`src/design/pump_regs_pkg.sv`:
```
// Purpose: Shared constants and types for the first loop pump control registers
// Assumes: Byte-wide register port with 8-bit addresses
// Notes: Currents are expressed in units of 12.5 uA (one offset step)
package pump_regs_pkg;

    localparam logic [7:0] addr_current_ctrl = 8'h1c;
    localparam logic [7:0] addr_polarity_offset = 8'h1d;

    // Field positions, first register
    localparam int pos_power_down = 7;
    localparam int pos_reserved = 6;
    localparam int pos_sink_enable = 5;
    localparam int pos_step_doubler = 4;
    // Field positions, second register
    localparam int pos_polarity = 7;
    localparam int pos_force_mid = 6;

    // Reset values
    localparam logic rst_power_down = 1'b0;
    localparam logic rst_sink_enable = 1'b1;
    localparam logic rst_step_doubler = 1'b1;
    localparam logic [3:0] rst_gain_code = 4'h0;
    localparam logic rst_polarity = 1'b0;
    localparam logic rst_force_mid = 1'b1;
    localparam logic [5:0] rst_offset_code = 6'h00;

    // Pump current figures in 12.5 uA units
    localparam logic [8:0] cur_unit_100ua = 9'h008;
    localparam logic [8:0] cur_base_1600ua = 9'h080;
    localparam logic [8:0] cur_max_3ma = 9'h0f0;

    typedef struct packed {
        logic pump_power_down;
        logic sink_current_enable;
        logic step_doubler;
        logic [3:0] pump_gain_code;
        logic tuning_polarity;
        logic force_mid_voltage;
        logic [5:0] offset_current_code;
    } pump_cfg_type;

    typedef struct packed {
        logic wr_en;
        logic [7:0] addr;
        logic [7:0] wdata;
    } reg_wr_type;

endpackage

```
`src/design/pump_current_calc.sv`:
```
// Purpose: Pump and offset current figures derived from the configuration
// Assumes: Configuration is static between writes
// Notes: Outputs in 12.5 uA units, registered
`timescale 1ns/1ps
module pump_current_calc
    import pump_regs_pkg::*;
(
    // Clock and reset
    input wire logic core_clk_i,
    input wire logic srst_i,
    // Configuration
    input wire pump_regs_pkg::pump_cfg_type cfg_i,
    // Derived currents
    output logic [8:0] pump_current_o,
    output logic [5:0] offset_current_o
);

    typedef struct packed {
        logic [8:0] pump;
        logic [5:0] offset;
    } calc_state_type;

    calc_state_type state_ff;
    calc_state_type nxt_state;

    always_comb
    begin
        nxt_state = state_ff;
        if (cfg_i.step_doubler)
        begin
            // Top gain bit has no weight in double steps
            nxt_state.pump = cur_base_1600ua
                + 9'({6'h00, cfg_i.pump_gain_code[2:0]} * 2 * cur_unit_100ua);
        end
        else
        begin
            nxt_state.pump = 9'({5'h00, cfg_i.pump_gain_code} * cur_unit_100ua);
        end
        if (nxt_state.pump > cur_max_3ma)
        begin
            nxt_state.pump = cur_max_3ma;
        end
        // Weights 16,8,8,4,2,1 steps of 12.5 uA
        nxt_state.offset = 6'({1'b0, cfg_i.offset_current_code[5], 4'h0}
            + {2'b00, cfg_i.offset_current_code[4], 3'h0}
            + {2'b00, cfg_i.offset_current_code[3], 3'h0}
            + {3'h0, cfg_i.offset_current_code[2:0]});
        if (cfg_i.pump_power_down)
        begin
            nxt_state = '0;
        end
    end

    always_ff @(posedge core_clk_i)
    begin
        if (srst_i)
            state_ff <= '0;
        else
            state_ff <= nxt_state;
    end

    assign pump_current_o = state_ff.pump;
    assign offset_current_o = state_ff.offset;

endmodule

```
`src/design/first_loop_pump_control_regs.sv`:
```
// Purpose: Configuration registers for the first loop charge pump
// Assumes: Byte writes and reads arrive synchronous to core_clk_i
// Notes: Outputs are static control levels for the analog pump
//
// Overview of operation
// Bit 7 of the first register powers the pump down when 1 and resets to 0.
// Bit 5 of the first register enables equal sink current when 1 and resets to 1.
// Bit 4 of the first register selects double-size gain steps when 1 and resets to 1.
// Bits 3 to 0 of the first register are the gain code, reset 0, weighted 800/400/200/100 uA.
// With double steps the current is 1600 uA plus bits 2 to 0 at 800/400/200 uA, max 3 mA.
// Bit 7 of the second register selects negative tuning polarity when 1 and resets to 0.
// Bit 6 of the second register holds the tuning output at mid supply when 1, reset 1.
// Software must clear the force bit after startup so the loop can lock.
// Bits 5 to 0 of the second register are the offset code, reset 0, 200 down to 12.5 uA.
// Reserved bit 6 of the first register ignores writes and reads as zero.
`timescale 1ns/1ps
module first_loop_pump_control_regs
    import pump_regs_pkg::*;
(
    // Clock and reset
    input wire logic core_clk_i,
    input wire logic srst_i,
    // Register port
    input wire pump_regs_pkg::reg_wr_type wr_i,
    input wire logic [7:0] rd_addr_i,
    output logic [7:0] rd_data_o,
    // Pump controls
    output pump_regs_pkg::pump_cfg_type cfg_o,
    output logic pump_enable_o,
    output logic sink_enable_o,
    output logic tuning_negative_o,
    output logic hold_mid_supply_o,
    // Derived currents, 12.5 uA units
    output logic [8:0] pump_current_o,
    output logic [5:0] offset_current_o
);

    typedef struct packed {
        pump_cfg_type cfg;
        logic [7:0] rd_data;
    } regs_state_type;

    localparam pump_cfg_type cfg_reset = '{
        pump_power_down: rst_power_down,
        sink_current_enable: rst_sink_enable,
        step_doubler: rst_step_doubler,
        pump_gain_code: rst_gain_code,
        tuning_polarity: rst_polarity,
        force_mid_voltage: rst_force_mid,
        offset_current_code: rst_offset_code
    };

    regs_state_type state_ff;
    regs_state_type nxt_state;

    ////////////////////////////////////////////////////////////////////////

    function automatic logic [7:0] read_reg(input pump_cfg_type c, input logic [7:0] a);
        logic [7:0] d;
        d = 8'h00;
        if (a == addr_current_ctrl)
        begin
            d[pos_power_down] = c.pump_power_down;
            d[pos_reserved] = 1'b0;
            d[pos_sink_enable] = c.sink_current_enable;
            d[pos_step_doubler] = c.step_doubler;
            d[3:0] = c.pump_gain_code;
        end
        else if (a == addr_polarity_offset)
        begin
            d[pos_polarity] = c.tuning_polarity;
            d[pos_force_mid] = c.force_mid_voltage;
            d[5:0] = c.offset_current_code;
        end
        return d;
    endfunction

    ////////////////////////////////////////////////////////////////////////

    always_comb
    begin
        nxt_state = state_ff;
        if (wr_i.wr_en && wr_i.addr == addr_current_ctrl)
        begin
            nxt_state.cfg.pump_power_down = wr_i.wdata[pos_power_down];
            nxt_state.cfg.sink_current_enable = wr_i.wdata[pos_sink_enable];
            nxt_state.cfg.step_doubler = wr_i.wdata[pos_step_doubler];
            nxt_state.cfg.pump_gain_code = wr_i.wdata[3:0];
            // Bit 6 is dropped here
        end
        if (wr_i.wr_en && wr_i.addr == addr_polarity_offset)
        begin
            nxt_state.cfg.tuning_polarity = wr_i.wdata[pos_polarity];
            // Software clears this to let the loop lock
            nxt_state.cfg.force_mid_voltage = wr_i.wdata[pos_force_mid];
            nxt_state.cfg.offset_current_code = wr_i.wdata[5:0];
        end
        // Read shows the value before a same-cycle write
        nxt_state.rd_data = read_reg(state_ff.cfg, rd_addr_i);
    end

    always_ff @(posedge core_clk_i)
    begin
        if (srst_i)
        begin
            state_ff.cfg <= cfg_reset;
            state_ff.rd_data <= 8'h00;
        end
        else
        begin
            state_ff <= nxt_state;
        end
    end

    ////////////////////////////////////////////////////////////////////////

    assign rd_data_o = state_ff.rd_data;
    assign cfg_o = state_ff.cfg;
    assign pump_enable_o = ~state_ff.cfg.pump_power_down;
    // Sink follows the enable but dies with power-down
    assign sink_enable_o = state_ff.cfg.sink_current_enable & ~state_ff.cfg.pump_power_down;
    assign tuning_negative_o = state_ff.cfg.tuning_polarity;
    assign hold_mid_supply_o = state_ff.cfg.force_mid_voltage;

    pump_current_calc u_calc (
        .core_clk_i(core_clk_i),
        .srst_i(srst_i),
        .cfg_i(state_ff.cfg),
        .pump_current_o(pump_current_o),
        .offset_current_o(offset_current_o)
    );

endmodule

```
`config.mk`:
```
export PLATFORM = sky130hd
export DESIGN_NAME = first_loop_pump_control_regs
export DESIGN_NICKNAME = d
export VERILOG_FILES = /design/src/design/pump_regs_pkg.sv /design/src/design/pump_current_calc.sv /design/src/design/first_loop_pump_control_regs.sv
export SDC_FILE = /design/constraint.sdc
export NUM_CORES = 1
export LEC_CHECK = 0
export ABC_AREA = 1
export BUFFER_PORTS_ARGS = -buffer_cell sky130_fd_sc_hd__buf_2
export CAP_MARGIN = 20
export CORE_UTILIZATION = 40
export CTS_CLUSTER_DIAMETER = 30
export DETAILED_ROUTE_END_ITERATION = 7
export GPL_TIMING_DRIVEN = 0
export HOLD_SLACK_MARGIN = 0.08
export PLACE_DENSITY_LB_ADDON = 0.25
export SYNTH_ARGS = -nofsm -noshare
export SYNTH_HDL_FRONTEND = slang
export SYNTH_SLANG_ARGS = --single-unit
export TNS_END_PERCENT = 100
```
`constraint.sdc`:
```
create_clock -name core_clk_i -period 1 [get_ports core_clk_i]
set_input_delay 0.05 -clock core_clk_i [delete_from_list [all_inputs] [get_ports core_clk_i]]
set_output_delay 0.05 -clock core_clk_i [all_outputs]
set_load 0.005 [all_outputs]
```
# After elaboration in Yosys (flattened, before gate mapping)
# Index checks and enable logic that the tools add are counted.
# totals
output_inout_bits,42
word_cells,33
inputBits,27
register_bits,38
# op_classes
n_lt_le_gt_ge,1
bitwise_logic,3
add_sub_neg,4
muxes,4
n_eq_ne,4
reduce_logical,5
# ops
cell,n
$eq 8x5->1 const B,4
$mux 8,3
$add 8x7->9 const A,1
$gt 9x8->1 const B,1
$mux 9,1
$add 5x4->6,1
$add 6x3->6,1
$add 6x4->6,1
$reduce_or 3->1,2
$logic_and 1x1->1,2
$not 1->1,2
$reduce_or 2->1,1
$and 1x1->1,1

# Longest topological paths before layout
# Gate-level depths: netlist of run 1.
# logic_depth
ltp_word,4
mapped_depth,7
mapped_depth_nobuf,6

# Hierarchy
# A second synthesis of run 1 with hierarchy kept.
# unflattened
hier_cells,211
hier_area_um2,1582.8
# modules_own_cells
module,cells_per_inst,seq_area_each_um2,instances,area_per_inst_um2
first_loop_pump_control_regs,160,460.4,1,1149.9
pump_current_calc,51,220.2,1,432.9

# Least setup slack after synthesis of run 1
# Ideal clock, no wire load.
# synth_timing
path_kind,flip-flop to flip-flop
from,reg state_ff (netlist bit cfg_o[3])
to,reg u_calc.state_ff (netlist bit u_calc.offset_current_o[4])
period_less_slack_ns,0.967
setup_slack_ns,0.033
stages_incl_launch_ff,5
n_path_buf,0
required_time_ns,0.884
arrival_ns,0.851
setup_ns,0.116
path_cell_list,dfxtp_1 > ha_1 > ha_1 > inv_1 > nor2_1
# synth_via
elab_chain_len,2
# synth_rtl
item,line_no,rtl
from (decl),first_loop_pump_control_regs.sv:53,regs_state_type state_ff;
from (signal assigned),first_loop_pump_control_regs.sv:111,state_ff <= nxt_state;
$add 6x4->6,pump_current_calc.sv:46,"+ {2'b00, cfg_i.offset_current_code[3], 3'h0}"
$add 6x3->6,pump_current_calc.sv:47,"+ {3'h0, cfg_i.offset_current_code[2:0]});"
to (signal assigned),pump_current_calc.sv:59,state_ff <= nxt_state;
to (decl),pump_current_calc.sv:23,calc_state_type state_ff;
# Every way passes these cells.
# A chain may end at the register's enable or synchronous reset.

# Final worst setup path of run 1
# layout_timing
from,reg state_ff (netlist bit tuning_negative_o)
to,out cfg_o[7] in the netlist's numbering
# layout_lines
item,line_no,rtl
to (decl),first_loop_pump_control_regs.sv:28,"output pump_regs_pkg::pump_cfg_type cfg_o,"
# No word-level cell between the ends.

==> results.yml, run 1 <==
cts:
  cts_buffer_depth: 2
  cts-buffers-inserted: 5
  h-tree-depth: 2
  path_clk_slew_ns: 0.07
  cts_tree: "built"
  worstSkewPairLatency_ns: 0.28
  cts_root_buffer: "clkbuf_8"
  clock-sinks: 34
synth:
  synth_seq_cells: 34
  yosysWarnings: 0
  synth_area_sq_um: 1490
  synth_cells: 194
  yosysUniqueCellTypes: 27
  syn_area_per_cell_sq_um: 7.66
  synth_ff_type: "dfxtp_1"
  async_reset_ff_frac: 0
  synth_edf_count: 0
  yosysSeqAreaShare: 0.458
setup_path:
  start_kind: "register"
  cp_data_required_time_ns: 0.95
  crit_slowest_cell: "dfxtp_1"
  path_cells: "buf_4, buf_2"
  cpPeakStageDelay_ns: 0.39
  path_buf_inv: 2
  cp_data_arrival_time_ns: 0.90
  critPathCaptureType: "primary output"
  cp_top_family: "flip-flops"
  cp_max_fo: 4
  rr_startpoint: "cfg_o[3]"
  critPathKind: "register to primary output"
  startpoint: "tuning_negative_o"
worst_hold_path:
  min_from: "srst_i"
  hp-class: "input port to register"
timing:
  finalCriticalPeriod_ns: 0.947
  period_share: 0.947
  max_freq_mhz: 1060
  skew_ns: 0.00386
  grt_setup_unrepaired: "false"
  hold_violations: 0
  worst_hold_slack_ns: 0.0894
  final.setup.tns_ns: 0
  slew_viol_final: 0
  finalSetupViolations: 0
pwr:
  switchingPower_uw: 590
  p_clk_frac: 0.424
  fin_total_pwr_uw: 2730
  cellLeakagePower_uw: 0.00106
  powerDensity_nw_per_um2: 1330
  internal_power_uw: 2140
  seq_power_share: 0.497
  ir_worst_vdd_mv: 0.616
  switching_share: 0.216
  combPwrFrac: 0.078
layout:
  multi_input_area_sq_um: 661
  fillers: 352
  drive_gt1_frac: 0.377
  final-seq-area_sq_um: 688
  fin_nets: 301
  n_antenna_cell: 0
  syn_to_final_growth_pct: 38.6
grt:
  grt_pass1_vias: 1228
  grt_max_degree: 11
  antenna_found_initial: 0
  overflow: 0
  grtUsageTotal: 0.174
  grt_pass1_wl_microns: 5330
die:
  start_util: 0.432
  die_x_microns: 63.0
  io_pins: 69
  core_area_sq_um: 3440
  fp.dieArea_sq_um: 3960
  floorplan.rows: 21
  die_y_microns: 63.0
detailed_routing:
  postRouteAntennaNets: 0
  avgViaCountPerCell: 4.45
  drc: 0
  wirelength_microns: 3290
  dr.pass1.iters: 4
  routedWlPerCell_microns: 10.3
  dr_total_vias: 1419
  drt_iter0_drc: 43
placed_design:
  place.gp.congestion: 0.827
  place_hpwl_microns: 2550
  io_buffer_count: 64
outcome:
  outcome: "completed"
run:
  drv_cap: 0
[routing by layer]
metal	GRT usage	part of all wire	vias to the layer above
met4	0.0785	0.019	0
met1	0.212	0.45	607
li1	-	-	757
met5	0	0	-
met2	0.293	0.48	48
met3	0.0347	0.053	7
[kinds of logic (layout without fill, tap and decap cells)]
logic type                 after synthesis  count (layout)  share of synthesized area
DFF                                     34              34                      0.458
other                                    1               4                    0.00252
and+or+nand+nor                        106             106                      0.362
AOI/OAI and AO/OA                       10              10                     0.0354
buffers and inverters                   41             117                      0.125
adders and majority gates                2               2                     0.0168
[final timing paths]
check / end / slack (ns) / depth (start not counted)
setup / recovery: cfg_o[7] / 0.05 / 2
hold / removal: u_calc.pump_current_o[6] / 0.09 / 4
setup reg to reg: u_calc.offset_current_o[4] / 0.08 / 4
hold reg to reg: u_calc.offset_current_o[0] / 0.46 / 2
[power groups by stage]
| stage | logic (uW) | clock network, uW | registers (uW) |
|---|---|---|---|
| 3_3_place_gp | 201 | 0 | 1390 |
| 3_5_place_dp | 204 | 0 | 1390 |
| 2_1_floorplan | 119 | 0 | 1390 |
| 6_report | 214 | 1160 | 1360 |
| 5_1_grt | 239 | 1250 | 1360 |
| 4_1_cts | 214 | 1170 | 1360 |
[flip-flops by register name, indices dropped and copies added (netlist names)]
register	flops
tuning_negative_o	1
u_calc.offset_current_o	6
u_calc.pump_current_o	5
hold_mid_supply_o	1
rd_data_o	8
cfg_o	13
[layout make-up]
type / count / share of cell area
repair buffers: 68 / 0.174
flip-flops and latches: 34 / 0.334
clock buffers: 8 / 0.0534
well taps: 46 / 0.0279
multi-input cells: 122 / 0.321
inverters: 31 / 0.0589
plain buffers: 10 / 0.0316
[synthesized netlist by cell type (all sizes together) (2+ instances only)]
library cell | number | area share
buf | 9 | 0.041
nand3 | 14 | 0.051
nor2 | 43 | 0.15
dfxtp | 34 | 0.46
nand4 | 13 | 0.055
o21ai | 8 | 0.027
inv | 31 | 0.082
o22ai | 2 | 0.0084
ha | 2 | 0.017
nand2 | 32 | 0.088
nor3 | 2 | 0.014
[worst register-to-register path, cell delays in order, from the launching register on]
cell and delay (ns):
dfxtp_4 0.36, ha_4 0.16, ha_4 0.25, inv_1 0.03
nor2_1 0.07
[placed cells by master (no fill, tap or decap), types with 2 or more instances in the layout]
cell           count
buf_2             65
nor2_1            34
nand2_1           30
dfxtp_1           30
inv_1             28
nand3_1           13
nand4_1           13
buf_4              8
clkbuf_8           8
nor2_2             5
o21ai_0            4
o21ai_1            4
conb_1             4
dfxtp_2            3
dlygate4sd3_1      3
nor2_4             2
inv_2              2
o22ai_1            2
nor2_8             2
ha_4               2
[repair_timing]
action,4_1_cts,5_1_grt
endpoints found under the setup margin,5,5
pin swaps,0,1
endpoints found under the hold margin,3,0
buffers inserted,0,1
resized for setup,3,7
hold buffers,3,0
[metrics by stage]
step	util	area [sq um]	setup slack [ns]	std cells
detailed placement	0.545	1880	-0.0474	307
global route	0.599	2060	0.000414	319
floorplan	-	1500	0.0333	197
CTS	0.587	2020	0.00175	318
finish	0.599	2060	0.0533	319
global placement	0.545	1880	-0.00523	307
Note: power is estimated with default switching activity, not from simulation.
==> inputs of run 2 (changes only) <==
--- a/config.mk
+++ b/config.mk
@@ -9,6 +9,7 @@
 export BUFFER_PORTS_ARGS = -buffer_cell sky130_fd_sc_hd__buf_2
 export CAP_MARGIN = 20
 export CORE_UTILIZATION = 40
+export CTS_BUF_LIST = sky130_fd_sc_hd__clkbuf_16
 export CTS_CLUSTER_DIAMETER = 30
 export DETAILED_ROUTE_END_ITERATION = 7
 export GPL_TIMING_DRIVEN = 0
==> run 2 against run 1 <==
- fmax is 3.2% lower
- combinational power about the same
- setup slack lost 0.031 ns
- first-iteration DRC count fell by 19%
- critical path depth increased by 2
- register-to-register slack got worse by 0.06 ns
- critical path type is now register to register
- largest cell class unchanged
- largest power group is now clock
- highest routed layer unchanged
==> results.yml, run 2 (synthesis gave the netlist of run 1 again) <==
setup_path:
  cp_data_arrival_time_ns: 1.14
  start_kind: "register"
  rr_startpoint: "cfg_o[3]"
  critPathCaptureType: "register"
  ff2ff_path_depth: 4
  critPathKind: "register to register"
  r2r_end: "u_calc.offset_current_o[4]"
  rrSetupSlack_ns: 0.02
  cp_max_fo: 4
  cp_data_required_time_ns: 1.16
layout:
  multi_input_area_sq_um: 636
  n_antenna_cell: 0
  drive_gt1_frac: 0.357
  syn_to_final_growth_pct: 38.0
  final_cell_mix: "buf_2, nor2_1, nand2_1, dfxtp_1, inv_1"
  layout.cells.non_filler: 318
  fin_nets: 300
  fillers: 346
  mostFrequentLayoutCell: "buf_2"
  final-seq-area_sq_um: 686
  largest_reg_flops: 13
cts:
  worstSkewPairLatency_ns: 0.27
  cts_tree: "built"
  path_clk_slew_ns: 0.05
  cts_buffer_depth: 2
  clock-sinks: 34
  cts-buffers-inserted: 5
  cts_root_buffer: "clkbuf_16"
  h-tree-depth: 2
die:
  die_y_microns: 63.0
  floorplan.rows: 21
  start_util: 0.432
  die_x_microns: 63.0
  fp.dieArea_sq_um: 3960
  io_pins: 69
  core_area_sq_um: 3440
grt:
  grt_max_degree: 11
  grt_pass1_vias: 1247
  antenna_found_initial: 0
  grt_pass1_wl_microns: 5550
  overflow: 0
  grtUsageTotal: 0.182
placed_design:
  io_buffer_count: 64
  dp_cells: 307
  place_hpwl_microns: 2550
  place.gp.congestion: 0.827
timing:
  hold_violations: 0
  final.setup.tns_ns: 0
  slew_viol_final: 0
  max_freq_mhz: 1020
  finalSetupViolations: 0
  finalCriticalPeriod_ns: 0.978
  period_share: 0.978
  grt_setup_unrepaired: "true"
  skew_ns: 0.00257
detailed_routing:
  wl_met2_microns: 1540
  dr.pass1.iters: 4
  routedWlPerCell_microns: 10.5
  avgViaCountPerCell: 4.51
  drc: 0
  drt_iter0_drc: 35
  wl_met3_microns: 218
  dr_total_vias: 1434
  routed.top_layer: "met4"
  wirelength_microns: 3330
  postRouteAntennaNets: 0
  wl_met1_microns: 1470
worst_hold_path:
  hold_depth: 4
  hp-class: "input port to register"
  worstHoldEndpoint: "u_calc.pump_current_o[6]"
  min_from: "srst_i"
outcome:
  outcome: "completed"
pwr:
  fin_total_pwr_uw: 2980
  cellLeakagePower_uw: 0.00107
  ir_worst_vdd_mv: 0.645
  powerDensity_nw_per_um2: 1450
run:
  drv_cap: 0
==> run 2: worst max path at each step <==
stage | to | start | cells after the start
6_report | u_calc.offset_current_o[4] | cfg_o[3] | 4
5_1_grt | u_calc.offset_current_o[4] | cfg_o[3] | 4
4_1_cts | sink_enable_o | cfg_o[13] | 3
3_5_place_dp | rd_data_o[1] | srst_i | 5
3_3_place_gp | u_calc.offset_current_o[4] | cfg_o[3] | 4
2_1_floorplan | u_calc.offset_current_o[4] | cfg_o[3] | 4
==> run 2: critical path, cell delays in order, from the launching register on <==
cell     delay [ns]
dfxtp_2        0.34
ha_2           0.18
ha_1           0.26
inv_1          0.05
nor2_1         0.03
==> run 2: cell type report <==
class                      instances  area share
inverter                          31      0.0591
clock buffer                       5      0.0610
timing repair buffer              67       0.171
sequential                        34       0.334
clock inverter                     3     0.00549
multi-input combinational        122       0.310
buffer                            10      0.0317
tap                               46      0.0280
==> run 2: timing repair <==
action                                 4_1_cts  5_1_grt
endpoints found under the hold margin        3        0
pin swaps                                    0        0
resized for setup                            3        3
setup buffers                                0        0
hold buffers                                 3        0
setup endpoints to repair                    4        6
==> run 2: metal layers <==
metal / vias to the layer above / GRT usage
li1: 754 / -
met1: 616 / 0.218
met2: 53 / 0.290
met3: 11 / 0.0511
met4: 0 / 0.102
met5: - / 0
==> run 2: per-stage QoR <==
step                      utilization  cell area [sq um]  hold WS [ns]  setup WS (ns)
after detailed placement        0.545               1880         0.279        -0.0474
final                           0.596               2050        0.0961         0.0222
after global routing            0.596               2050         0.129        -0.0302
after global placement          0.545               1880         0.278       -0.00523
after CTS                       0.595               2050         0.108         0.0161
after floorplan                     -               1500         0.163         0.0333
==> run 2: report_power, final <==
part	internal [uW]	switching [uW]	total (uW)
combinational	90.7	123	213
sequential	1360	2.33	1360
clock	893	509	1400
==> inputs of run 3 (changes only) <==
==> constraint.sdc (replaced) <==
create_clock -name core_clk_i -period 1.2 [get_ports core_clk_i]
set_input_delay 0.06 -clock core_clk_i [delete_from_list [all_inputs] [get_ports core_clk_i]]
set_output_delay 0.06 -clock core_clk_i [all_outputs]
set_load 0.005 [all_outputs]
==> run 3 against run 2 <==
- first-iteration DRC count up 5.7%
- largest power group unchanged
- clock power down 16%
- cell area down 0.49%
- count of clock-buffer cells in the layout unchanged
- hold slack better by 0.026 ns
==> results.yml, run 3 (synthesis gave the netlist of run 1 again) <==
pwr:
  powerDensity_nw_per_um2: 1220
  cellLeakagePower_uw: 0.00107
  fin_total_pwr_uw: 2480
  ir_worst_vdd_mv: 0.535
layout:
  final_cell_mix: "buf_2, nor2_1, dfxtp_1"
  final_area_sq_um: 2040
  layout.cells.non_filler: 318
  n_antenna_cell: 0
  syn_to_final_growth_pct: 37.4
  fin_nets: 300
  fillers: 350
  largest_reg_flops: 13
  drive_gt1_frac: 0.335
  mostFrequentLayoutCell: "buf_2"
die:
  fp.dieArea_sq_um: 3960
  die_y_microns: 63.0
  io_pins: 69
  core_area_sq_um: 3440
  die_x_microns: 63.0
  floorplan.rows: 21
  start_util: 0.432
timing:
  period_share: 0.860
  skew_ns: 0.00191
  hold_violations: 0
  final.setup.tns_ns: 0
  finalSetupViolations: 0
  finalCriticalPeriod_ns: 1.03
  slew_viol_final: 0
  max_freq_mhz: 969
  fin_ws_ns: 0.168
  grt_setup_unrepaired: "false"
placed_design:
  place_hpwl_microns: 2550
  place.gp.congestion: 0.827
  dp_cells: 307
  preCtsSetupSlack_ns: 0.143
  postPlaceCellArea_sq_um: 1880
  io_buffer_count: 64
detailed_routing:
  postRouteAntennaNets: 0
  routedWlPerCell_microns: 10.5
  drc: 0
  dr_total_vias: 1423
  avgViaCountPerCell: 4.47
  dr.pass1.iters: 4
  wirelength_microns: 3340
  drt_iter0_drc: 37
grt:
  grt_max_degree: 11
  overflow: 0
  grt_pass1_wl_microns: 5550
  grtUsageTotal: 0.182
  antenna_found_initial: 0
  grt_pass1_vias: 1247
setup_path:
  critPathKind: "register to primary output"
  rr_startpoint: "cfg_o[3]"
  ff2ff_path_depth: 4
  cp_max_fo: 6
  cpPeakStageDelay_ns: 0.46
  cp_data_arrival_time_ns: 0.97
  rrSetupSlack_ns: 0.18
  cp_top_family: "flip-flops"
  path_buf_inv: 1
  cp_data_required_time_ns: 1.14
  critPathCaptureType: "primary output"
  r2r_end: "u_calc.offset_current_o[4]"
  start_kind: "register"
  path_cells: "nor2_1, buf_2"
  crit_slowest_cell: "dfxtp_1"
cts:
  path_clk_slew_ns: 0.05
  cts_buffer_depth: 2
  cts-buffers-inserted: 5
  clock-sinks: 34
  h-tree-depth: 2
  cts_tree: "built"
  cts_root_buffer: "clkbuf_16"
  worstSkewPairLatency_ns: 0.27
worst_hold_path:
  hold_depth: 5
  hp-class: "input port to register"
  min_from: "wr_i[7]"
  worstHoldEndpoint: "cfg_o[14]"
run:
  drv_cap: 0
outcome:
  outcome: "completed"
[run 3: cell types whose count changed in the layout (fill, tap and decap cells not counted)]
cell	before	now
dfxtp_1	30	34
dfxtp_2	4	0
ha_1	1	2
ha_2	1	0
nor2_1	35	36
nor2_2	4	3
[run 3: timing repair]
action | CTS | global route
endpoints found under the setup margin | 0 | 0
hold endpoints to repair | 3 | 0
setup buffers | 0 | 0
gates resized for setup | 0 | 0
hold buffers | 3 | 0
[run 3: routing by layer]
layer  routed length, microns  track usage  vias to the layer above
met2                     1540        0.290                       57
met5                        0            0                        -
li1                         -            -                      754
met4                       99        0.102                        0
met1                     1480        0.218                      601
met3                      229       0.0511                       11
[run 3: area by class of cell]
| type | count | area (sq um) | share of cell area |
|---|---|---|---|
| clock buffer | 5 | 125 | 0.0613 |
| clock inverter | 3 | 11.3 | 0.00551 |
| sequential | 34 | 681 | 0.333 |
| buffer | 10 | 65.1 | 0.0319 |
| multi-input combinational | 122 | 631 | 0.309 |
| timing repair buffer | 67 | 350 | 0.172 |
| tap | 46 | 57.6 | 0.0282 |
| inverter | 31 | 121 | 0.0594 |
[run 3: per-stage QoR]
step                      hold slack (ns)   util
after detailed placement            0.289  0.545
after CTS                           0.119  0.593
after global routing                0.145  0.593
after global placement              0.288  0.545
final                               0.122  0.593
after floorplan                     0.173      -
[run 3: worst max-delay path by stage]
stage / from / end / slack (ns) / depth (start not counted)
5_1_grt: cfg_o[14] / u_calc.pump_current_o[5] / 0.1 / 3
3_5_place_dp: srst_i / rd_data_o[1] / 0.14 / 5
3_3_place_gp: wr_i[9] / cfg_o[0] / 0.19 / 6
6_report: cfg_o[14] / sink_enable_o / 0.17 / 2
4_1_cts: cfg_o[14] / sink_enable_o / 0.17 / 2
2_1_floorplan: cfg_o[3] / u_calc.offset_current_o[4] / 0.23 / 4
[run 3: worst min-delay path: cells and delay by family]
family / cells / cell delay (ns)
simple gates: 3 / 0.19
buf+inv: 2 / 0.11
[run 3: report_power, final]
part | switching, uW | leakage, uW | internal [uW] | total [uW]
clock network | 425 | 0.0000663 | 744 | 1170
registers | 1.91 | 0.000274 | 1130 | 1140
logic | 102 | 0.000729 | 75.3 | 177
